===== src/tmc_pkg.sv =====
`default_nettype none
package tmc_pkg;
  // register byte offsets
  localparam logic [7:0] OFS_MODE = 8'h00;
  localparam logic [7:0] OFS_CTRL = 8'h04;
  localparam logic [7:0] OFS_T0LO = 8'h08;
  localparam logic [7:0] OFS_T0HI = 8'h0C;
  localparam logic [7:0] OFS_T1LO = 8'h10;
  localparam logic [7:0] OFS_T1HI = 8'h14;
  localparam logic [7:0] OFS_T2CTRL = 8'h18;
  localparam logic [7:0] OFS_T2LO = 8'h1C;
  localparam logic [7:0] OFS_T2HI = 8'h20;
  localparam logic [7:0] OFS_RELLO = 8'h24;
  localparam logic [7:0] OFS_RELHI = 8'h28;
  localparam logic [7:0] OFS_T2OPT = 8'h2C;
  localparam logic [7:0] OFS_CLKSEL = 8'h30;
  // timer mode register: per-timer nibble, timer 1 in the upper one
  localparam int T1_NIB = 4;
  localparam int MODE_GATE = 3;
  localparam int MODE_CT = 2;
  // control register
  localparam int CTRL_T1OVF = 7;
  localparam int CTRL_T1RUN = 6;
  localparam int CTRL_T0OVF = 5;
  localparam int CTRL_T0RUN = 4;
  // timer 2 control register
  localparam int T2_OVF = 7;
  localparam int T2_EXTF = 6;
  localparam int T2_RXSRC = 5;
  localparam int T2_TXSRC = 4;
  localparam int T2_EXTEN = 3;
  localparam int T2_RUN = 2;
  localparam int T2_CSRC = 1;
  localparam int T2_CPRL = 0;
  localparam int OPT_CLKOE = 0;
  localparam int CLKSEL_FAST = 0;
  localparam logic [7:0] RST_BYTE = 8'h00;
  // device clocks per count
  localparam logic [3:0] DIV_SLOW = 4'hC;
  localparam logic [3:0] DIV_FAST = 4'h4;
  localparam logic [15:0] CNT_TOP = 16'hFFFF;
  typedef enum logic [1:0] {MODE_13BIT, MODE_16BIT, MODE_RELOAD8, MODE_SPLIT} tmc_mode_e;
endpackage : tmc_pkg
`default_nettype wire


===== src/tmc_t2_if.sv =====
`timescale 1ns/1ps
`default_nettype none
interface tmc_t2_if;
  logic preTick;
  logic run;
  logic baudMode;
  logic clkOutMode;
  logic trigEn;
  logic trigPin;
  logic [15:0] reload;
  logic wrLo;
  logic wrHi;
  logic [7:0] wrData;
  logic [15:0] count;
  logic setOvf;
  logic setExtFlag;
  logic clkOut;
  modport ctrl (output preTick, run, baudMode, clkOutMode, trigEn, trigPin, reload, wrLo,
    wrHi, wrData, input count, setOvf, setExtFlag, clkOut);
  modport unit (input preTick, run, baudMode, clkOutMode, trigEn, trigPin, reload, wrLo,
    wrHi, wrData, output count, setOvf, setExtFlag, clkOut);
endinterface : tmc_t2_if
`default_nettype wire


===== src/tmc_timer2.sv =====
`timescale 1ns/1ps
`default_nettype none
module tmc_timer2 (
  input wire logic clk,
  input wire logic rst,
  tmc_t2_if.unit t2
);
  logic div2, next_div2;
  logic trigPrev, next_trigPrev;
  logic [15:0] count, next_count;
  logic setOvf, next_setOvf;
  logic setExtFlag, next_setExtFlag;
  logic clkOut, next_clkOut;
  logic fastMode, tick, roll, trigFall;

  always_comb
  begin
    fastMode = t2.baudMode | t2.clkOutMode;
    // both fast modes step every 2 clocks whatever the count source select says
    tick = fastMode ? div2 : t2.preTick;
    roll = t2.run && tick && (count == tmc_pkg::CNT_TOP);
    trigFall = trigPrev & ~t2.trigPin;
    next_div2 = ~div2;
    next_trigPrev = t2.trigPin;
    next_count = count;
    if (t2.run && tick)
    begin
      next_count = roll ? t2.reload : count + 16'h0001;
    end
    if (t2.wrLo)
    begin
      next_count[7:0] = t2.wrData;
    end
    if (t2.wrHi)
    begin
      next_count[15:8] = t2.wrData;
    end
    next_setOvf = roll && !fastMode;
    next_setExtFlag = trigFall && t2.trigEn;
    // toggling per rollover gives 50% duty at clock / (4 x reload span)
    next_clkOut = (roll && t2.clkOutMode) ? ~clkOut : clkOut;
  end

  always_ff @(posedge clk)
  begin
    if (rst)
    begin
      div2 <= 1'b0;
      trigPrev <= 1'b1;
      count <= 16'h0000;
      setOvf <= 1'b0;
      setExtFlag <= 1'b0;
      clkOut <= 1'b0;
    end
    else
    begin
      div2 <= next_div2;
      trigPrev <= next_trigPrev;
      count <= next_count;
      setOvf <= next_setOvf;
      setExtFlag <= next_setExtFlag;
      clkOut <= next_clkOut;
    end
  end

  assign t2.count = count;
  assign t2.setOvf = setOvf;
  assign t2.setExtFlag = setExtFlag;
  assign t2.clkOut = clkOut;
endmodule : tmc_timer2
`default_nettype wire


===== src/tmc_timer_top.sv =====
// Overview of operation
// - Timer 1 in mode 3 holds its count frozen.
// - Timer 0 mode 3 splits its low and high bytes into two 8-bit counters.
// - Timer 0 low byte uses timer 0 select, gate, run, pin and flag.
// - Timer 0 low byte counts clock/12 or /4, or count-input falling edges.
// - Timer 0 high byte counts clock/12 or /4, runs on timer 1 run bit, sets timer 1 flag.
// - Timer 1 keeps modes 0-2 but loses its flag and run bit.
// - Timer 1 still honours gate and pin one, and feeds the baud clock.
// - Timer 1 runs out of mode 3 and freezes in mode 3.
// - Either baud source bit puts timer 2 in baud-rate-generator mode.
// - Baud mode: 16-bit up counter reloading on rollover from all ones.
// - Baud-mode rollover leaves the timer 2 overflow flag alone.
// - Trigger enabled: trigger pin falling edge sets trigger flag, requests interrupt.
// - Clock-out mode drives a 50% duty square wave on port 1 bit 0.
// - Timer 2 counts only while its run bit is set.
// - Clock-out mode raises no interrupt on timer 2 overflow.
// - Baud and clock-out generation may share the one counter together.
// - Clock-out frequency is clock over four times the reload span.
// - Baud mode steps timer 2 every 2 clocks regardless of source select.
// - Clearing the timer 2 run bit stops it and keeps the count.
`timescale 1ns/1ps
`default_nettype none
module tmc_timer_top (
  input wire logic clk,
  input wire logic rst,
  input wire logic psel,
  input wire logic penable,
  input wire logic pwrite,
  input wire logic [7:0] paddr,
  input wire logic [31:0] pwdata,
  output logic [31:0] prdata,
  output logic pready,
  output logic pslverr,
  input wire logic timer0CountIn,
  input wire logic timer1CountIn,
  input wire logic extIntPinZero,
  input wire logic extIntPinOne,
  input wire logic timer2TriggerPin,
  output logic port1Bit0,
  output logic port1Bit0Oe,
  output logic timer1Overflow,
  output logic timer0Irq,
  output logic timer1Irq,
  output logic timer2Irq
);
  tmc_t2_if t2 ();

  logic [7:0] timerMode, next_timerMode;
  logic [7:0] ctrl, next_ctrl;
  logic [7:0] tl0, next_tl0;
  logic [7:0] th0, next_th0;
  logic [7:0] tl1, next_tl1;
  logic [7:0] th1, next_th1;
  logic [7:0] t2ctrl, next_t2ctrl;
  logic [7:0] relLo, next_relLo;
  logic [7:0] relHi, next_relHi;
  logic [7:0] t2opt, next_t2opt;
  logic [7:0] clkSel, next_clkSel;
  logic [3:0] preCnt, next_preCnt;
  logic t0Prev, next_t0Prev;
  logic t1Prev, next_t1Prev;
  logic t1Ovf, next_t1Ovf;
  logic [31:0] rdData, next_rdData;
  logic preTick, wr, mapped, t0Split, t0Run, t0Tick, t1Run, t1Tick, thRoll;
  logic [16:0] t0Step, t1Step;
  logic [7:0] rdVal;
  tmc_pkg::tmc_mode_e m0, m1;

  // one count step: {overflow, high byte, low byte}
  function automatic logic [16:0] tmcStep(input tmc_pkg::tmc_mode_e m, input logic [7:0] lo,
    input logic [7:0] hi);
    logic [12:0] c13;
    logic [15:0] c16;
    c13 = {hi, lo[4:0]} + 13'h0001;
    c16 = {hi, lo} + 16'h0001;
    case (m)
      tmc_pkg::MODE_13BIT: tmcStep = {&{hi, lo[4:0]}, c13[12:5], lo[7:5], c13[4:0]};
      tmc_pkg::MODE_16BIT: tmcStep = {&{hi, lo}, c16};
      tmc_pkg::MODE_RELOAD8: tmcStep = {&lo, hi, (&lo) ? hi : c16[7:0]};
      default: tmcStep = {&lo, hi, c16[7:0]};
    endcase
  endfunction : tmcStep

  function automatic logic isWr(input logic w, input logic [7:0] a, input logic [7:0] ofs);
    isWr = w && (a == ofs);
  endfunction : isWr

  always_comb
  begin
    m0 = tmc_pkg::tmc_mode_e'(timerMode[1:0]);
    m1 = tmc_pkg::tmc_mode_e'(timerMode[tmc_pkg::T1_NIB +: 2]);
    t0Split = (m0 == tmc_pkg::MODE_SPLIT);
    preTick = (preCnt == 4'h0);
    wr = psel && penable && pwrite;
    // timer 0 (or its low byte in split mode) keeps its own controls
    t0Tick = timerMode[tmc_pkg::MODE_CT] ? (t0Prev & ~timer0CountIn) : preTick;
    t0Run = ctrl[tmc_pkg::CTRL_T0RUN]
      && (!timerMode[tmc_pkg::MODE_GATE] || extIntPinZero);
    t1Tick = timerMode[tmc_pkg::T1_NIB + tmc_pkg::MODE_CT] ? (t1Prev & ~timer1CountIn) : preTick;
    // with timer 0 split, only its own mode 3 or a closed gate stops timer 1
    t1Run = (t0Split || ctrl[tmc_pkg::CTRL_T1RUN])
      && (!timerMode[tmc_pkg::T1_NIB + tmc_pkg::MODE_GATE] || extIntPinOne)
      && (m1 != tmc_pkg::MODE_SPLIT);
    t0Step = tmcStep(m0, tl0, th0);
    t1Step = tmcStep(m1, tl1, th1);
    thRoll = t0Split && ctrl[tmc_pkg::CTRL_T1RUN] && preTick && (th0 == 8'hFF);
  end

  always_comb
  begin
    next_preCnt = preTick
      ? (clkSel[tmc_pkg::CLKSEL_FAST] ? tmc_pkg::DIV_FAST : tmc_pkg::DIV_SLOW) - 4'h1
      : preCnt - 4'h1;
    next_t0Prev = timer0CountIn;
    next_t1Prev = timer1CountIn;
    next_timerMode = isWr(wr, paddr, tmc_pkg::OFS_MODE) ? pwdata[7:0] : timerMode;
    next_ctrl = isWr(wr, paddr, tmc_pkg::OFS_CTRL) ? pwdata[7:0] : ctrl;
    next_t2ctrl = isWr(wr, paddr, tmc_pkg::OFS_T2CTRL) ? pwdata[7:0] : t2ctrl;
    next_relLo = isWr(wr, paddr, tmc_pkg::OFS_RELLO) ? pwdata[7:0] : relLo;
    next_relHi = isWr(wr, paddr, tmc_pkg::OFS_RELHI) ? pwdata[7:0] : relHi;
    next_t2opt = isWr(wr, paddr, tmc_pkg::OFS_T2OPT) ? pwdata[7:0] : t2opt;
    next_clkSel = isWr(wr, paddr, tmc_pkg::OFS_CLKSEL) ? pwdata[7:0] : clkSel;
    next_tl0 = tl0;
    next_th0 = th0;
    next_tl1 = tl1;
    next_th1 = th1;
    next_t1Ovf = 1'b0;
    if (t0Run && t0Tick)
    begin
      next_tl0 = t0Step[7:0];
      next_th0 = t0Split ? th0 : t0Step[15:8];
      // hardware set wins over a same-cycle software clear
      if (t0Step[16])
      begin
        next_ctrl[tmc_pkg::CTRL_T0OVF] = 1'b1;
      end
    end
    if (thRoll || (t0Split && ctrl[tmc_pkg::CTRL_T1RUN] && preTick))
    begin
      next_th0 = th0 + 8'h01;
    end
    if (thRoll)
    begin
      next_ctrl[tmc_pkg::CTRL_T1OVF] = 1'b1;
    end
    if (t1Run && t1Tick)
    begin
      next_tl1 = t1Step[7:0];
      next_th1 = t1Step[15:8];
      next_t1Ovf = t1Step[16];
      if (t1Step[16] && !t0Split)
      begin
        next_ctrl[tmc_pkg::CTRL_T1OVF] = 1'b1;
      end
    end
    if (t2.setOvf)
    begin
      next_t2ctrl[tmc_pkg::T2_OVF] = 1'b1;
    end
    if (t2.setExtFlag)
    begin
      next_t2ctrl[tmc_pkg::T2_EXTF] = 1'b1;
    end
    if (isWr(wr, paddr, tmc_pkg::OFS_T0LO))
    begin
      next_tl0 = pwdata[7:0];
    end
    if (isWr(wr, paddr, tmc_pkg::OFS_T0HI))
    begin
      next_th0 = pwdata[7:0];
    end
    if (isWr(wr, paddr, tmc_pkg::OFS_T1LO))
    begin
      next_tl1 = pwdata[7:0];
    end
    if (isWr(wr, paddr, tmc_pkg::OFS_T1HI))
    begin
      next_th1 = pwdata[7:0];
    end
  end

  // read data is latched in the setup phase so prdata comes from a flop
  always_comb
  begin
    mapped = 1'b1;
    case (paddr)
      tmc_pkg::OFS_MODE: rdVal = timerMode;
      tmc_pkg::OFS_CTRL: rdVal = ctrl;
      tmc_pkg::OFS_T0LO: rdVal = tl0;
      tmc_pkg::OFS_T0HI: rdVal = th0;
      tmc_pkg::OFS_T1LO: rdVal = tl1;
      tmc_pkg::OFS_T1HI: rdVal = th1;
      tmc_pkg::OFS_T2CTRL: rdVal = t2ctrl;
      tmc_pkg::OFS_T2LO: rdVal = t2.count[7:0];
      tmc_pkg::OFS_T2HI: rdVal = t2.count[15:8];
      tmc_pkg::OFS_RELLO: rdVal = relLo;
      tmc_pkg::OFS_RELHI: rdVal = relHi;
      tmc_pkg::OFS_T2OPT: rdVal = t2opt;
      tmc_pkg::OFS_CLKSEL: rdVal = clkSel;
      default:
      begin
        rdVal = 8'h00;
        mapped = 1'b0;
      end
    endcase
    next_rdData = (psel && !penable) ? {24'h000000, rdVal} : rdData;
  end

  always_ff @(posedge clk)
  begin
    if (rst)
    begin
      timerMode <= tmc_pkg::RST_BYTE;
      ctrl <= tmc_pkg::RST_BYTE;
      tl0 <= tmc_pkg::RST_BYTE;
      th0 <= tmc_pkg::RST_BYTE;
      tl1 <= tmc_pkg::RST_BYTE;
      th1 <= tmc_pkg::RST_BYTE;
      t2ctrl <= tmc_pkg::RST_BYTE;
      relLo <= tmc_pkg::RST_BYTE;
      relHi <= tmc_pkg::RST_BYTE;
      t2opt <= tmc_pkg::RST_BYTE;
      clkSel <= tmc_pkg::RST_BYTE;
      preCnt <= 4'h0;
      t0Prev <= 1'b1;
      t1Prev <= 1'b1;
      t1Ovf <= 1'b0;
      rdData <= 32'h00000000;
    end
    else
    begin
      timerMode <= next_timerMode;
      ctrl <= next_ctrl;
      tl0 <= next_tl0;
      th0 <= next_th0;
      tl1 <= next_tl1;
      th1 <= next_th1;
      t2ctrl <= next_t2ctrl;
      relLo <= next_relLo;
      relHi <= next_relHi;
      t2opt <= next_t2opt;
      clkSel <= next_clkSel;
      preCnt <= next_preCnt;
      t0Prev <= next_t0Prev;
      t1Prev <= next_t1Prev;
      t1Ovf <= next_t1Ovf;
      rdData <= next_rdData;
    end
  end

  assign t2.preTick = preTick;
  assign t2.run = t2ctrl[tmc_pkg::T2_RUN];
  assign t2.baudMode = t2ctrl[tmc_pkg::T2_RXSRC] | t2ctrl[tmc_pkg::T2_TXSRC];
  // clock-out needs timer source and auto-reload selected as well
  assign t2.clkOutMode = t2opt[tmc_pkg::OPT_CLKOE] && !t2ctrl[tmc_pkg::T2_CSRC]
    && !t2ctrl[tmc_pkg::T2_CPRL];
  assign t2.trigEn = t2ctrl[tmc_pkg::T2_EXTEN];
  assign t2.trigPin = timer2TriggerPin;
  assign t2.reload = {relHi, relLo};
  assign t2.wrLo = isWr(wr, paddr, tmc_pkg::OFS_T2LO);
  assign t2.wrHi = isWr(wr, paddr, tmc_pkg::OFS_T2HI);
  assign t2.wrData = pwdata[7:0];

  tmc_timer2 u_timer2 (
    .clk(clk),
    .rst(rst),
    .t2(t2)
  );

  assign prdata = rdData;
  assign pready = 1'b1;
  assign pslverr = psel && penable && !mapped;
  assign port1Bit0 = t2.clkOut;
  assign port1Bit0Oe = t2.clkOutMode;
  assign timer1Overflow = t1Ovf;
  assign timer0Irq = ctrl[tmc_pkg::CTRL_T0OVF];
  assign timer1Irq = ctrl[tmc_pkg::CTRL_T1OVF];
  assign timer2Irq = t2ctrl[tmc_pkg::T2_OVF] | t2ctrl[tmc_pkg::T2_EXTF];
endmodule : tmc_timer_top
`default_nettype wire


===== config.mk =====
export PLATFORM = sky130hd
export DESIGN_NAME = tmc_timer_top
export DESIGN_NICKNAME = d
export VERILOG_FILES = /design/src/tmc_pkg.sv /design/src/tmc_t2_if.sv /design/src/tmc_timer2.sv /design/src/tmc_timer_top.sv
export SDC_FILE = /design/constraint.sdc
export NUM_CORES = 1
export LEC_CHECK = 0
export BUFFER_PORTS_ARGS = -buffer_cell sky130_fd_sc_hd__clkbuf_2
export CORE_MARGIN = 2
export CORE_UTILIZATION = 40
export CTS_CLUSTER_SIZE = 14
export DETAILED_ROUTE_END_ITERATION = 12
export PLACE_DENSITY = 0.68
export SLEW_MARGIN = 20
export SYNTH_ARGS = -nofsm -noshare
export SYNTH_HDL_FRONTEND = slang
export SYNTH_HIERARCHICAL = 1
export SYNTH_SLANG_ARGS = --single-unit

===== constraint.sdc =====
create_clock -name clk -period 4.94 [get_ports clk]
set_clock_uncertainty 0.1 [all_clocks]
set_input_delay 0.247 -clock clk [delete_from_list [all_inputs] [get_ports clk]]
set_output_delay 0.247 -clock clk [all_outputs]
set_load 0.05 [all_outputs]

==> results.toml <==
[drt]
num_vias = 7739
met3_length_mm = 2.264
top_layer_used = "met4"
routed_via_density = 6.089
wl_per_cell_um = 19.45
drc = 0
dr_wl_met2_mm = 11.25
drt-met1-wl_mm = 10.54
ant_nets = 0
dr.pass1.iters = 5
wirelength_mm = 24.72
drtIter0Drc = 927

[setup_path]
cp.arrival_ns = 3.12
start_kind = "flop"
worstSetupPathType = "reg -> reg"
end_kind = "flop"
critPathMaxFanout = 8
critical_path_required_ns = 5.15

[yosys]
ys_ff_latch = 124
yosysWarningCount = 6
synth_area_per_cell_um2 = 7.708
ys_types = 91
synth_area_leader_cell = "dfxtp_1"
synth-main-ff-cell = "dfxtp_1"
synth_edf_count = 0
synth_top_area_frac = 0.3198
synthesis.instances = 1007
ys_seq_area_frac = 0.3198
synth_top_cells_by_area = "dfxtp_1 (32%), nand2_1 (6.7%), a21oi_1 (6.3%), nand3_1 (5.5%), nor2_1 (3.0%)"
synthArstFlopShare = 0
synthesis.area_um2 = 7762

[floorplan]
initial_core_util = 0.4109
core_area_um2 = 18890
io_pins = 90
die_w_um = 143.3
die-area_um2 = 20540
num_rows = 50
dieHeight_um = 143.3

[placed_design]
dpl_cell_area_um2 = 7895
io_buffers = 40
place_congestion = 0.9833
dp_hpwl_mm = 16.75
dp.cells = 1238

[clocking]
cts_num_sinks = 124
post_cts_buffers = 0
ctsResizeCount = 0
clk_path_buf_depth = 2
cts_made_buffers = 17
clock_latency_ns = 0.42
ctsRootBufferMaster = "clkbuf_16"
cts_tree = "done"
htreeDepth = 4
clk_pin_slew_worst_paths_ns = 0.06
ctsHoldBuffers = 3

[grt]
grtUsageTotal = 0.2421
antenna_found_initial = 0
grt_pass1_wl_mm = 38.35
grt_max_degree = 66
first_global_vias = 6830
grt_overflow = 0

[layout]
fin_util = 0.4477
drive_above_1_share = 0.1256
top_register = "u_timer2/t2.count"
final_cells = 1271
final_cell_mix = "nand2_1 (139), dfxtp_1 (124), a21oi_1 (97), nand3_1 (86), nor2_1 (63)"
largest_reg_flops = 16
num_antenna_cells = 0
layout_commonest_cell = "nand2_1"
final_area_um2 = 8459
nets = 1055
area_delta_synth_final_pct = 8.978

[power_and_ir_drop]
ir_drop_mv = 0.2395
leakage_nw = 2.832
power_frac_comb = 0.085
p_clk_frac = 0.485
intPower_mw = 1.762
p_switching_uw = 614.6
p_sw_frac = 0.2586
pwr-share-seq = 0.430
power_density_nw_per_um2 = 280.9

[sta]
max_slew_margin = 0.3208
finalHoldViolations = 0
fin_crit_ns = 2.912
fin_setup_tns_ns = 0
fin_hold_ws_ns = 0.2246
rsz0062_at_grt = "false"
drv_slew = 0
fmax_ghz = 0.3434
post-route-period-util = 0.5894
setup_viol = 0
tightest_slew_ns = 1.011

[run]
cap_violations = 0

[outcome]
status = "complete, no violations"

[min_path]
hold_path.class = "in -> reg"
==> logic make-up (layout without fill, tap and decap cells) <==
| logic type | count (synthesis) | in the layout | share of synthesized area |
|---|---|---|---|
| buffers and inverters | 123 | 104 | 0.08510 |
| xor gates and xnor gates | 29 | 29 | 0.03272 |
| other | 2 | 25 | 0.0009675 |
| and+or+nand+nor | 419 | 419 | 0.2710 |
| muxes | 34 | 34 | 0.05013 |
| AOI/OAI and AO/OA | 271 | 271 | 0.2323 |
| adders and majority gates | 5 | 5 | 0.008059 |
| DFF | 124 | 124 | 0.3198 |
==> power groups by stage <==
| stage | sequential (mW) | clock (mW) | combinational [mW] |
|---|---|---|---|
| final | 1.02 | 1.15 | 0.201 |
| after CTS | 1.02 | 1.16 | 0.198 |
| after detailed placement | 1.04 | 0 | 0.195 |
| after global routing | 1.02 | 1.21 | 0.213 |
| after floorplan | 1.04 | 0 | 0.158 |
| after global placement | 1.04 | 0 | 0.194 |
==> cell usage after synthesis (all sizes together) (4+ instances only) <==
library cell	n
clkbuf	55
nor4	13
nor2	67
a311oi	4
dfxtp	124
and3	13
nand3b	4
and2	7
a32oi	4
xnor2	17
o211ai	17
xor2	12
mux2	9
o22ai	12
a211oi	12
o221ai	5
a31oi	9
a21oi	97
nand3	86
nand4	19
or2	9
and4	6
o21ai	39
buf	45
or3	9
a221oi	5
inv	21
ha	5
a21o	8
mux2i	22
o31ai	4
nand2	139
nor3b	9
a22oi	18
nor3	21
==> worst paths after layout <==
check,startpoint,to,slack (ns),depth (start not counted)
worst max-delay path,t2opt[0],u_timer2/t2.count[14],2.03,5
worst min-delay path,penable,prdata[4],0.22,3
worst max register to register,t2opt[0],u_timer2/t2.count[14],2.03,5
worst min register to register,u_timer2/trigPrev,u_timer2/t2.setExtFlag,0.31,2
==> per-stage QoR <==
step	setup slack [ns]	total power, mW
6_report	2.028	2.376
4_1_cts	2.110	2.383
2_1_floorplan	1.767	1.195
3_3_place_gp	1.902	1.237
3_5_place_dp	1.916	1.238
5_1_grt	1.947	2.444
==> metal layers <==
metal / GRT usage / up-vias
met5: 0 / -
met4: 0.09082 / 0
met3: 0.05598 / 46
met2: 0.3785 / 380
met1: 0.3260 / 3681
li1: - / 3632
==> worst max-delay path: stages, from the launching register on <==
cell and delay (ns):
dfxtp_1 0.36, nor3b_1 0.69, and4bb_2 0.35, nor2_1 0.62, nor3_1 0.27, a221o_2 0.42
==> final cells by class <==
class                           instances  area [µm²]
Clock buffer                           22       464.2
Clock inverter                          8       70.07
Fill cell                            1913       10430
Inverter                               22       83.83
Multi-Input combinational cell        783        4733
Sequential cell                       124        2482
Tap cell                              260       325.3
Timing Repair Buffer                   52       300.3
No activity file was read; power rests on OpenSTA's default activity.
